`src/hw/timer2_params.svh`:
```
`ifndef TIMER2_PARAMS_SVH
`define TIMER2_PARAMS_SVH

// ==================================================
// device register addresses
`define T2_CTRL_ADDR 8'hc8
`define T2_RELOAD_LOW_ADDR 8'hca
`define T2_RELOAD_HIGH_ADDR 8'hcb
`define T2_COUNT_LOW_ADDR 8'hcc
`define T2_COUNT_HIGH_ADDR 8'hcd
`define T2_CLOCK_CTRL_ADDR 8'h8e

// ==================================================
// host register addresses
`define HOST_IE_ADDR 8'ha8
`define HOST_VECTOR_ADDR 8'hf0

// ==================================================
// control register fields
`define CTRL_HIGH_FLAG_BIT 7
`define CTRL_LOW_FLAG_BIT 6
`define CTRL_LOW_IRQ_EN_BIT 5
`define CTRL_CAPTURE_EN_BIT 4
`define CTRL_SPLIT_BIT 3
`define CTRL_RUN_BIT 2
`define CTRL_XCLK_HI_BIT 1
`define CTRL_XCLK_LO_BIT 0
`define CLOCK_CTRL_REG_HIGH_SYS_BIT 1
`define CLOCK_CTRL_REG_LOW_SYS_BIT 0
`define IE_TIMER_BIT 5

// ==================================================
// reset values and external clock codes
`define CTRL_RESET 8'h00
`define BYTE_RESET 8'h00
`define XCLK_SYS_DIV 2'h0
`define XCLK_RTC_DIV 2'h1
`define XCLK_RESERVED 2'h2
`define XCLK_CMP 2'h3

// ==================================================
// clock division counts
`define SYS_PRESCALE 12
`define RTC_PRESCALE 8

`endif

```
`src/hw/timer2_pkg.sv`:
```
package timer2_pkg;
  typedef logic [7:0] byte_type;
  typedef logic [15:0] word_type;
  typedef logic [1:0] xclk_type;
endpackage

```
`src/hw/timer2_link_if.sv`:
```
`timescale 1ns/100ps
`default_nettype none
interface timer2_link_if (
  input wire logic mclk
);
  import timer2_pkg::*;
  byte_type sfrAddr;
  byte_type sfrWdata;
  logic sfrWr;
  logic sfrRd;
  byte_type sfrRdata;
  logic timerIrqEn;
  logic irqReq;

  modport device (
    input sfrAddr, sfrWdata, sfrWr, sfrRd, timerIrqEn,
    output sfrRdata, irqReq
  );
  modport host (
    output sfrAddr, sfrWdata, sfrWr, sfrRd, timerIrqEn,
    input sfrRdata, irqReq
  );
endinterface
`default_nettype wire

```
`src/hw/timer2_reload_capture.sv`:
```
// Functional notes
// count built from low and high bytes
// split clear gives one 16-bit reload counter
// system_clock, system_clock/12, rtc/8 or comparator clocks
// 16-bit wrap reloads and sets high flag
// interrupt on each 16-bit overflow when enabled
// low byte wrap interrupts if low enable
// split gives two 8-bit reload counters
// run gates high half; low always runs
// per-half system_clock select else external code
// split sets each half's overflow flag
// split interrupts on high, or either
// flags cleared only by software write
// software reads both flags to find source
// capture mode entered by capture enable bit
// software keeps 16-bit mode while capturing
// capture on comparator rise or rtc/8
// capture copies count to reload, sets flag
// software clocks fast, differences captures
// reserved clock code gives no count clock
// set high flag vectors when interrupt enabled
//
// Our own choices: the address map and strobed register access.
`include "timer2_params.svh"
`timescale 1ns/100ps
`default_nettype none
module timer2_reload_capture (
  input wire logic mclk,
  input wire logic nrst,
  timer2_link_if.device link,
  input wire logic rtcClk,
  input wire logic cmpOut,
  output logic highOverflow,
  output logic lowOverflow
);
  import timer2_pkg::*;

  // ==================================================
  // registers
  byte_type ctrl_r;
  byte_type clockCtrl_r;
  byte_type reloadLow_r;
  byte_type reloadHigh_r;
  word_type count_r;
  byte_type rdata_r;
  logic [3:0] prescale_r;
  logic [2:0] rtcDiv_r;
  logic rtcMeta_r;
  logic rtcSync_r;
  logic rtcPrev_r;
  logic cmpMeta_r;
  logic cmpSync_r;
  logic cmpPrev_r;

  // ==================================================
  // decoded control
  logic highFlag;
  logic lowFlag;
  logic lowIrqEn;
  logic captureEn;
  logic splitMode;
  logic highRun;
  xclk_type extSel;
  logic sysTick;
  logic sysDivTick;
  logic rtcRise;
  logic rtcTick;
  logic cmpRise;
  logic lowTick;
  logic highTick;
  logic captureEvt;
  logic wideStep;
  logic wideWrap;
  logic lowStep;
  logic lowWrap;
  logic highStep;
  logic highWrap;
  logic highSet;
  logic lowSet;
  logic wrCtrl;
  logic wrCount;

  assign highFlag = ctrl_r[`CTRL_HIGH_FLAG_BIT];
  assign lowFlag = ctrl_r[`CTRL_LOW_FLAG_BIT];
  assign lowIrqEn = ctrl_r[`CTRL_LOW_IRQ_EN_BIT];
  assign captureEn = ctrl_r[`CTRL_CAPTURE_EN_BIT];
  assign splitMode = ctrl_r[`CTRL_SPLIT_BIT];
  assign highRun = ctrl_r[`CTRL_RUN_BIT];
  assign extSel = ctrl_r[`CTRL_XCLK_HI_BIT:`CTRL_XCLK_LO_BIT];

  // picks a half's count enable from its select bit and the shared code
  function automatic logic pickTick(
    input logic useSys,
    input xclk_type code,
    input logic sysT,
    input logic divT,
    input logic rtcT,
    input logic cmpT
  );
    logic t;
    t = 1'b0;
    if (useSys) begin
      t = sysT;
    end else if (code == `XCLK_SYS_DIV) begin
      t = divT;
    end else if (code == `XCLK_RTC_DIV) begin
      t = rtcT;
    end else if (code == `XCLK_CMP) begin
      t = cmpT;
    end else begin
      t = 1'b0;
    end
    return t;
  endfunction

  // ==================================================
  // pin synchronisers; the first stage feeds no logic, the second and third feed the edge detect
  always_ff @(posedge mclk) begin
    if (!nrst) begin
      rtcMeta_r <= 1'b0;
      rtcSync_r <= 1'b0;
      rtcPrev_r <= 1'b0;
    end else begin
      rtcMeta_r <= rtcClk;
      rtcSync_r <= rtcMeta_r;
      rtcPrev_r <= rtcSync_r;
    end
  end

  always_ff @(posedge mclk) begin
    if (!nrst) begin
      cmpMeta_r <= 1'b0;
      cmpSync_r <= 1'b0;
      cmpPrev_r <= 1'b0;
    end else begin
      cmpMeta_r <= cmpOut;
      cmpSync_r <= cmpMeta_r;
      cmpPrev_r <= cmpSync_r;
    end
  end

  assign rtcRise = rtcSync_r & ~rtcPrev_r;
  assign cmpRise = cmpSync_r & ~cmpPrev_r;

  // ==================================================
  // clock dividers
  always_ff @(posedge mclk) begin
    if (!nrst) begin
      prescale_r <= 4'h0;
    end else if (sysDivTick) begin
      prescale_r <= 4'h0;
    end else begin
      prescale_r <= prescale_r + 4'h1;
    end
  end

  always_ff @(posedge mclk) begin
    if (!nrst) begin
      rtcDiv_r <= 3'h0;
    end else if (rtcRise) begin
      rtcDiv_r <= rtcDiv_r + 3'h1;
    end
  end

  assign sysTick = 1'b1;
  assign sysDivTick = (prescale_r == 4'(`SYS_PRESCALE - 1));
  assign rtcTick = rtcRise && (rtcDiv_r == 3'(`RTC_PRESCALE - 1));
  assign lowTick = pickTick(clockCtrl_r[`CLOCK_CTRL_REG_LOW_SYS_BIT], extSel, sysTick, sysDivTick,
                            rtcTick, cmpRise);
  assign highTick = pickTick(clockCtrl_r[`CLOCK_CTRL_REG_HIGH_SYS_BIT], extSel, sysTick, sysDivTick,
                             rtcTick, cmpRise);

  // ==================================================
  // count events
  assign wideStep = !splitMode && highRun && lowTick;
  assign wideWrap = wideStep && (count_r == 16'hffff);
  assign lowStep = splitMode && lowTick;
  assign lowWrap = (lowStep || wideStep) && (count_r[7:0] == 8'hff);
  assign highStep = splitMode && highRun && highTick;
  assign highWrap = highStep && (count_r[15:8] == 8'hff);
  assign captureEvt = captureEn && (extSel[1] ? cmpRise : rtcTick);
  assign highSet = wideWrap || highWrap || captureEvt;
  assign lowSet = lowWrap;
  assign wrCtrl = link.sfrWr && (link.sfrAddr == `T2_CTRL_ADDR);
  assign wrCount = link.sfrWr && ((link.sfrAddr == `T2_COUNT_LOW_ADDR) ||
                                  (link.sfrAddr == `T2_COUNT_HIGH_ADDR));

  // ==================================================
  // control register; a hardware set beats a same-cycle clear
  always_ff @(posedge mclk) begin
    if (!nrst) begin
      ctrl_r <= `CTRL_RESET;
    end else begin
      if (wrCtrl) begin
        ctrl_r <= link.sfrWdata;
      end
      if (highSet || (wrCtrl && link.sfrWdata[`CTRL_HIGH_FLAG_BIT])) begin
        ctrl_r[`CTRL_HIGH_FLAG_BIT] <= 1'b1;
      end else if (wrCtrl) begin
        ctrl_r[`CTRL_HIGH_FLAG_BIT] <= 1'b0;
      end
      if (lowSet || (wrCtrl && link.sfrWdata[`CTRL_LOW_FLAG_BIT])) begin
        ctrl_r[`CTRL_LOW_FLAG_BIT] <= 1'b1;
      end else if (wrCtrl) begin
        ctrl_r[`CTRL_LOW_FLAG_BIT] <= 1'b0;
      end
    end
  end

  always_ff @(posedge mclk) begin
    if (!nrst) begin
      clockCtrl_r <= `BYTE_RESET;
    end else if (link.sfrWr && (link.sfrAddr == `T2_CLOCK_CTRL_ADDR)) begin
      clockCtrl_r <= link.sfrWdata;
    end
  end

  // ==================================================
  // reload pair; a capture outranks a software write
  always_ff @(posedge mclk) begin
    if (!nrst) begin
      reloadLow_r <= `BYTE_RESET;
      reloadHigh_r <= `BYTE_RESET;
    end else if (captureEvt) begin
      reloadLow_r <= count_r[7:0];
      reloadHigh_r <= count_r[15:8];
    end else if (link.sfrWr && (link.sfrAddr == `T2_RELOAD_LOW_ADDR)) begin
      reloadLow_r <= link.sfrWdata;
    end else if (link.sfrWr && (link.sfrAddr == `T2_RELOAD_HIGH_ADDR)) begin
      reloadHigh_r <= link.sfrWdata;
    end
  end

  // ==================================================
  // counter; a software byte write stalls counting that cycle
  always_ff @(posedge mclk) begin
    if (!nrst) begin
      count_r <= 16'h0000;
    end else if (wrCount) begin
      if (link.sfrAddr == `T2_COUNT_LOW_ADDR) begin
        count_r[7:0] <= link.sfrWdata;
      end else begin
        count_r[15:8] <= link.sfrWdata;
      end
    end else if (wideStep) begin
      if (wideWrap) begin
        count_r <= {reloadHigh_r, reloadLow_r};
      end else begin
        count_r <= count_r + 16'h0001;
      end
    end else begin
      if (lowStep) begin
        count_r[7:0] <= lowWrap ? reloadLow_r : count_r[7:0] + 8'h01;
      end
      if (highStep) begin
        count_r[15:8] <= highWrap ? reloadHigh_r : count_r[15:8] + 8'h01;
      end
    end
  end

  // ==================================================
  // read port, data one cycle after the strobe
  always_ff @(posedge mclk) begin
    if (!nrst) begin
      rdata_r <= `BYTE_RESET;
    end else if (link.sfrRd) begin
      if (link.sfrAddr == `T2_CTRL_ADDR) begin
        rdata_r <= ctrl_r;
      end else if (link.sfrAddr == `T2_RELOAD_LOW_ADDR) begin
        rdata_r <= reloadLow_r;
      end else if (link.sfrAddr == `T2_RELOAD_HIGH_ADDR) begin
        rdata_r <= reloadHigh_r;
      end else if (link.sfrAddr == `T2_COUNT_LOW_ADDR) begin
        rdata_r <= count_r[7:0];
      end else if (link.sfrAddr == `T2_COUNT_HIGH_ADDR) begin
        rdata_r <= count_r[15:8];
      end else if (link.sfrAddr == `T2_CLOCK_CTRL_ADDR) begin
        rdata_r <= clockCtrl_r;
      end else begin
        rdata_r <= `BYTE_RESET;
      end
    end
  end

  // ==================================================
  // interrupt request; a level held by the flags
  assign link.sfrRdata = rdata_r;
  assign link.irqReq = link.timerIrqEn && (highFlag || (lowIrqEn && lowFlag));
  assign highOverflow = highFlag;
  assign lowOverflow = lowFlag;

endmodule
`default_nettype wire

```
`src/flat_wrapper.sv`:
```
// flat-port wrapper written by rule: the top's interface ports become plain ports
module timer2_reload_capture_flat import timer2_pkg::*;
  (mclk, nrst, rtcClk, cmpOut, highOverflow, lowOverflow, link_sfrAddr, link_sfrWdata, link_sfrWr, link_sfrRd, link_timerIrqEn, link_sfrRdata, link_irqReq);
  timer2_link_if link_i (.mclk(mclk));
  input wire logic mclk;
  input wire logic nrst;
  input wire logic rtcClk;
  input wire logic cmpOut;
  output logic highOverflow;
  output logic lowOverflow;
  input wire logic [$bits(link_i.sfrAddr)-1:0] link_sfrAddr;
  input wire logic [$bits(link_i.sfrWdata)-1:0] link_sfrWdata;
  input wire logic [$bits(link_i.sfrWr)-1:0] link_sfrWr;
  input wire logic [$bits(link_i.sfrRd)-1:0] link_sfrRd;
  input wire logic [$bits(link_i.timerIrqEn)-1:0] link_timerIrqEn;
  output wire logic [$bits(link_i.sfrRdata)-1:0] link_sfrRdata;
  output wire logic [$bits(link_i.irqReq)-1:0] link_irqReq;
  assign link_i.sfrAddr = link_sfrAddr;
  assign link_i.sfrWdata = link_sfrWdata;
  assign link_i.sfrWr = link_sfrWr;
  assign link_i.sfrRd = link_sfrRd;
  assign link_i.timerIrqEn = link_timerIrqEn;
  assign link_sfrRdata = link_i.sfrRdata;
  assign link_irqReq = link_i.irqReq;
  timer2_reload_capture u_core (.mclk(mclk), .nrst(nrst), .link(link_i), .rtcClk(rtcClk), .cmpOut(cmpOut), .highOverflow(highOverflow), .lowOverflow(lowOverflow));
endmodule
```
`config.mk`:
```
export PLATFORM = sky130hd
export DESIGN_NAME = timer2_reload_capture_flat
export DESIGN_NICKNAME = d
export VERILOG_FILES = /design/src/hw/timer2_pkg.sv /design/src/hw/timer2_link_if.sv /design/src/hw/timer2_reload_capture.sv /design/src/flat_wrapper.sv
export VERILOG_INCLUDE_DIRS = /design/src /design/src/hw
export SDC_FILE = /design/constraint.sdc
export NUM_CORES = 1
export LEC_CHECK = 0
export BUFFER_PORTS_ARGS = -buffer_cell sky130_fd_sc_hd__buf_4
export CAP_MARGIN = 10
export CORE_MARGIN = 1
export CORE_UTILIZATION = 41
export CTS_BUF_LIST = sky130_fd_sc_hd__clkbuf_4 sky130_fd_sc_hd__clkbuf_8 sky130_fd_sc_hd__clkbuf_16
export DETAILED_ROUTE_END_ITERATION = 8
export GPL_ROUTABILITY_DRIVEN = 0
export GPL_TIMING_DRIVEN = 0
export PLACE_DENSITY_LB_ADDON = 0.15
export SKIP_LAST_GASP = 1
export SLEW_MARGIN = 0
export SYNTH_ARGS = -nofsm -noshare
export SYNTH_HDL_FRONTEND = slang
export SYNTH_SLANG_ARGS = --single-unit
```
`constraint.sdc`:
```
create_clock -name mclk -period 2.9 [get_ports mclk]
set_input_delay 0.29 -clock mclk [delete_from_list [all_inputs] [get_ports mclk]]
set_output_delay 0.29 -clock mclk [all_outputs]
set_load 0.02 [all_outputs]
```
# Word-level counts from Yosys, hierarchy flattened
# Cells that the tools add are included.
[totals]
romBits = 0
elab_cells = 110
n_memories = 0
ff_bits = 69
latch_bits = 0
out_inout_bits = 11
input_bits = 23
ramBits = 0
[op_classes]
multipliers = 0
n_bitwise = 5
n_div = 0
shifts = 0
n_lt_le_gt_ge = 0
n_reduce_logical = 38
n_eq_ne = 16
add_sub_neg = 5
muxes = 29
[ops]
columns = ["op", "n"]
rows = [
  ["$mux 8", 17],
  ["$eq 8x8->1 const B", 8],
  ["$mux 16", 3],
  ["$logic_and 1x1->1", 19],
  ["$add 16x1->16 const B", 1],
  ["$add 8x1->8 const B", 2],
  ["$eq 16x16->1 const B", 1],
  ["$mux 1", 9],
  ["$reduce_bool 2->1", 4],
  ["$logic_or 1x1->1", 7],
  ["$reduce_and 2->1", 3],
  ["$reduce_bool 3->1", 2],
  ["$add 4x1->4 const B", 1],
  ["$eq 4x4->1 const B", 1],
  ["$ne 2x2->1 const B", 2],
  ["$add 3x1->3 const B", 1],
  ["$eq 3x3->1 const B", 1],
  ["$not 1->1", 3],
  ["$and 1x1->1", 2],
  ["$eq 2x1->1 const B", 1],
  ["$eq 2x2->1 const B", 1],
  ["$logic_not 2->1", 1],
  ["$ne 2x1->1 const B", 1],
  ["$reduce_or 2->1", 1],
  ["$logic_not 1->1", 1],
]

# Depth between registers and ports, before layout
[logic_depth]
depth_word = 13
ltp_mapped = 10
ltp_nobuf = 8

# Least setup slack after synthesis
# Ideal clock, no wire load.
[synth_path]
path_type = "register to register"
from = "register u_core.rtcDiv_r[0]"
to = "register u_core.count_r[2]"
required_time_ns = 2.768
t_arrival_ns = 1.991
stages_incl_launch_ff = 11
setup_time_ns = 0.132
n_path_buf = 2
slack_ns = 0.777
period_less_slack_ns = 2.123
path_cell_list = "dfxtp_1 > ha_1 > ha_1 > and4bb_2 > o21ai_2 > buf_6 > a211oi_1 > or2_1 > buf_6 > a211oi_1 > o32ai_1"
[synth_via]
elab_chain_len = 12
elab_cells_between_ends = 17
classes_between = "eq/ne (1); mux (8); reduce/logical (8)"
[synth_lines]
columns = ["element", "line", "source"]
rows = [
  ["from (decl)", "timer2_reload_capture.sv:47", "logic [2:0] rtcDiv_r;"],
  ["from (signal assigned)", "timer2_reload_capture.sv:161", "rtcDiv_r <= rtcDiv_r + 3'h1;"],
  ["$eq 3x3->1 (*)", "timer2_reload_capture.sv:167", "assign rtcTick = rtcRise && (rtcDiv_r == 3'(`RTC_PRESCALE - 1));"],
  ["$logic_and 1x1->1 (*)", "timer2_reload_capture.sv:167", ""],
  ["$mux 1 (*)", "timer2_reload_capture.sv:106", "end else if (code == `XCLK_RTC_DIV) begin"],
  ["$mux 1 (*)", "timer2_reload_capture.sv:104", "end else if (code == `XCLK_SYS_DIV) begin"],
  ["$mux 1 (*)", "timer2_reload_capture.sv:102", "if (useSys) begin"],
  ["$logic_and 1x1->1 (on tied branches)", "timer2_reload_capture.sv:177, timer2_reload_capture.sv:175", ""],
  ["$logic_or 1x1->1", "timer2_reload_capture.sv:178", "assign lowWrap = (lowStep || wideStep) && (count_r[7:0] == 8'hff);"],
  ["$logic_and 1x1->1", "timer2_reload_capture.sv:178", ""],
  ["$mux 8", "timer2_reload_capture.sv:253", "count_r[7:0] <= lowWrap ? reloadLow_r : count_r[7:0] + 8'h01;"],
  ["$mux 8", "timer2_reload_capture.sv:252", "if (lowStep) begin"],
  ["$mux 16", "timer2_reload_capture.sv:245", "end else if (wideStep) begin"],
  ["$mux 16", "timer2_reload_capture.sv:239", "end else if (wrCount) begin"],
  ["to (signal assigned)", "timer2_reload_capture.sv:241", "count_r[7:0] <= link.sfrWdata;"],
  ["to (signal assigned)", "timer2_reload_capture.sv:247", "count_r <= {reloadHigh_r, reloadLow_r};"],
  ["to (signal assigned)", "timer2_reload_capture.sv:253", ""],
  ["to (decl)", "timer2_reload_capture.sv:44", "word_type count_r;"],
]
# Every way passes the cells marked *; elsewhere a longest branch is shown, timed or not. The select of a mux whose other input is x is not followed.
# A chain may end at the register's enable or synchronous reset.

# Worst setup path after layout
[layout_path]
from = "register u_core.prescale_r[0]"
to = "register u_core.count_r[9]"
[layout_via]
elab_chain_len = 9
elab_cells_between_ends = 15
classes_between = "eq/ne (1); mux (8); reduce/logical (6)"
[layout_lines]
columns = ["element", "line", "source"]
rows = [
  ["from (decl)", "timer2_reload_capture.sv:46", "logic [3:0] prescale_r;"],
  ["from (signal assigned)", "timer2_reload_capture.sv:153", "prescale_r <= prescale_r + 4'h1;"],
  ["$eq 4x4->1 (*)", "timer2_reload_capture.sv:166", "assign sysDivTick = (prescale_r == 4'(`SYS_PRESCALE - 1));"],
  ["$mux 1 (*)", "timer2_reload_capture.sv:104", ""],
  ["$mux 1", "timer2_reload_capture.sv:102", ""],
  ["$logic_and 1x1->1", "timer2_reload_capture.sv:179", "assign highStep = splitMode && highRun && highTick;"],
  ["$logic_and 1x1->1", "timer2_reload_capture.sv:180", "assign highWrap = highStep && (count_r[15:8] == 8'hff);"],
  ["$mux 8", "timer2_reload_capture.sv:256", "count_r[15:8] <= highWrap ? reloadHigh_r : count_r[15:8] + 8'h01;"],
  ["$mux 8", "timer2_reload_capture.sv:255", "if (highStep) begin"],
  ["$mux 16", "timer2_reload_capture.sv:245", ""],
  ["$mux 16", "timer2_reload_capture.sv:239", ""],
  ["to (signal assigned)", "timer2_reload_capture.sv:243", "count_r[15:8] <= link.sfrWdata;"],
  ["to (signal assigned)", "timer2_reload_capture.sv:247", ""],
  ["to (signal assigned)", "timer2_reload_capture.sv:256", ""],
]
# Marked as above.

==> reports/results.ini <==
[detailed_routing]
finalWirelength_mm = 13.3
post_drt_wl_per_cell_um = 19.4
num_vias = 4077
drt-initial-drc-count = 344
vias_per_cell = 5.97
drc = 0
ant_nets = 0
first_pass_iters = 6

[setup_path]
start_kind = flop
crit_required_ns = 3.15
worstPathMaxFanout = 7
reg2reg_depth = 7
path_cells = ha_1 -> and3b_1 -> a21oi_1 -> a21oi_1 -> o21ai_0 -> o221ai_1 -> a21oi_1
crit_arrival_ns = 2.89
crit_slowest_cell = a21oi_1
crit_type = flop to flop
crit_path_end_kind = flop
critPathMaxStageDelay_ns = 0.62
cpMostUsedCell = a21oi_1
r2r_slack_ns = 0.26

[cts]
ctsRootBufferMaster = clkbuf_8
clkLatencyLatePin_ns = 0.36
cts-hold-fix-buffers = 0
cts_tree = yes
post_cts_buffers = 0
cts_buffers = 9
htree_num_levels = 3
clock_path_buffers = 2
clock-sinks = 69
post_cts_resize_count = 0
clkSlewWorstSetupHoldPaths_ns = 0.08

[die]
dieArea_um2 = 10600
num_rows = 36
io_pins = 34
core_area_um2 = 9820
start_util = 0.426
fp.dieH_um = 103
fp.dieW_um = 103

[sta]
fin_crit_ns = 2.64
hold_violations = 0
tns_ns = 0
final_max_slew_viol_count = 0
hold_slack_ns = 0.132
fin_crit_sh = 0.911
slew_headroom = 0.503
fin_worst_skew_ns = 0.00710
rsz0062_at_grt = no
setup_violations = 0
fmax_ghz = 0.379
tightest_slew_ns = 0.738

[min_path]
whs_path_depth = 2
hold_class = input pin to flop

[synth]
ys.flop_type = dfxtp_1
synthArstFlopShare = 0
synth_top_area_cell = dfxtp_1
yosys_warnings = 0
seq_area_frac_synth = 0.330
synth_fp_nets = 532
ys_ff_latch = 69
ys_top_cells_by_area = dfxtp_1, mux2i_1, nor2_1, a21oi_1, a211oi_1
synthesis.area_um2 = 4180
synthMostInstantiatedCell = nor2_1
avgSynthCellArea_um2 = 8.30
synth_cells = 504
synth_top_area_frac = 0.330
synth_cell_types = 71
synth-edff-count = 0
synthTopCellsByCount = nor2_1, dfxtp_1, a21oi_1, mux2i_1, o21ai_0

[layout]
diodes = 0
fin_util = 0.487
nets = 573
fin_area_um2 = 4780
drive_gt1_frac = 0.145
area_growth_pct = 14.3

[placed_design]
placed_area_um2 = 4570
port_buffers = 30
hpwl_mm = 9.64

[power]
p_total_uw = 1930
p_leak_uw = 0.00200
ir_worst_vdd_mv = 0.212
p_per_area_nw_per_um2 = 404

[outcome]
status = finished clean

[grt]
grt_max_degree = 15
grt_pass1_wl_mm = 21.0
gr-usage-all-layers = 0.267
antenna_found_initial = 0
grt_pass1_vias = 3837
grt-ovfl-total = 0

[job]
maxCapViolations = 0

final cells by class:
type | count | area [um2]
Clock inverter | 7 | 82.6
Fill cell | 990 | 5040
Timing Repair Buffer | 30 | 225
Multi-Input combinational cell | 390 | 2580
Tap cell | 133 | 166
Inverter | 9 | 33.8
Clock buffer | 9 | 124
Sequential cell | 69 | 1380
Buffer | 36 | 190
state kept, by name, summed over array words and instances (netlist names):
name                  cells
u_core.reloadHigh_r       8
u_core.rtcMeta_r          1
u_core.reloadLow_r        8
u_core.cmpMeta_r          1
u_core.link.sfrRdata      8
u_core.rtcDiv_r           3
u_core.ctrl_r             8
u_core.rtcPrev_r          1
u_core.prescale_r         4
u_core.cmpSync_r          1
u_core.clockCtrl_r        8
u_core.count_r           16
u_core.rtcSync_r          1
u_core.cmpPrev_r          1
where the power goes:
group          switching [uW]  internal, uW  total, uW
logic                    84.7          51.3        136
registers                5.90           956        962
clock network             424           410        834
total                     515          1420       1930
layer usage:
metal,global-route usage,share of wire,wire (um),vias up
li1,-,-,-,1935
met2,0.424,0.46,6130,160
met3,0.0475,0.063,833,25
met5,0,0,0,-
met1,0.362,0.45,5980,1957
met4,0.0986,0.025,335,0
cell families (layout without fill, tap and decap cells):
kind of cell,count (synthesis),in the layout,synth area share
xor gates and xnor gates,16,16,0.0335
adders and majority gates,5,5,0.0150
muxes,47,47,0.113
buffers and inverters,45,91,0.0535
DFF,69,69,0.330
and+or+nand+nor,160,160,0.194
AOI/OAI and AO/OA,162,162,0.261
worst paths after layout:
check	from	to
max	u_core.prescale_r[0]$_SDFF_PP0_	u_core.count_r[9]$_SDFFE_PN0P_
min reg2reg	u_core.cmpMeta_r$_SDFF_PN0_	u_core.cmpSync_r$_SDFF_PN0_
max reg2reg	u_core.prescale_r[0]$_SDFF_PP0_	u_core.count_r[9]$_SDFFE_PN0P_
min	rtcClk	u_core.rtcMeta_r$_SDFF_PN0_
cells in the final DEF, fill, tap and decap left out, types with 12 or more instances in the layout:
master    Yosys  routed
buf_4         6      36
o211ai_1     12      12
a21oi_1      46      46
nor2_1       73      73
mux2i_1      46      46
o21ai_0      33      33
dfxtp_1      69      69
a211oi_1     24      24
clkbuf_1     18      18
nand2_1      25      25
stage by stage:
step	std cells	setup WS, ns
floorplan	504	0.777
global placement	667	0.420
detailed placement	667	0.329
CTS	683	0.332
global route	683	0.140
finish	683	0.259
critical path, delay by kind of cell, from the launching register on:
| kind | cells | cell delay (ns) |
|---|---|---|
| flip-flops | 1 | 0.37 |
| adder cells (fa/ha/maj) | 1 | 0.22 |
| AND/OR/NAND/NOR | 1 | 0.29 |
| AO/OA/AOI/OAI | 5 | 1.65 |
Power figures use the tool's default switching activity.
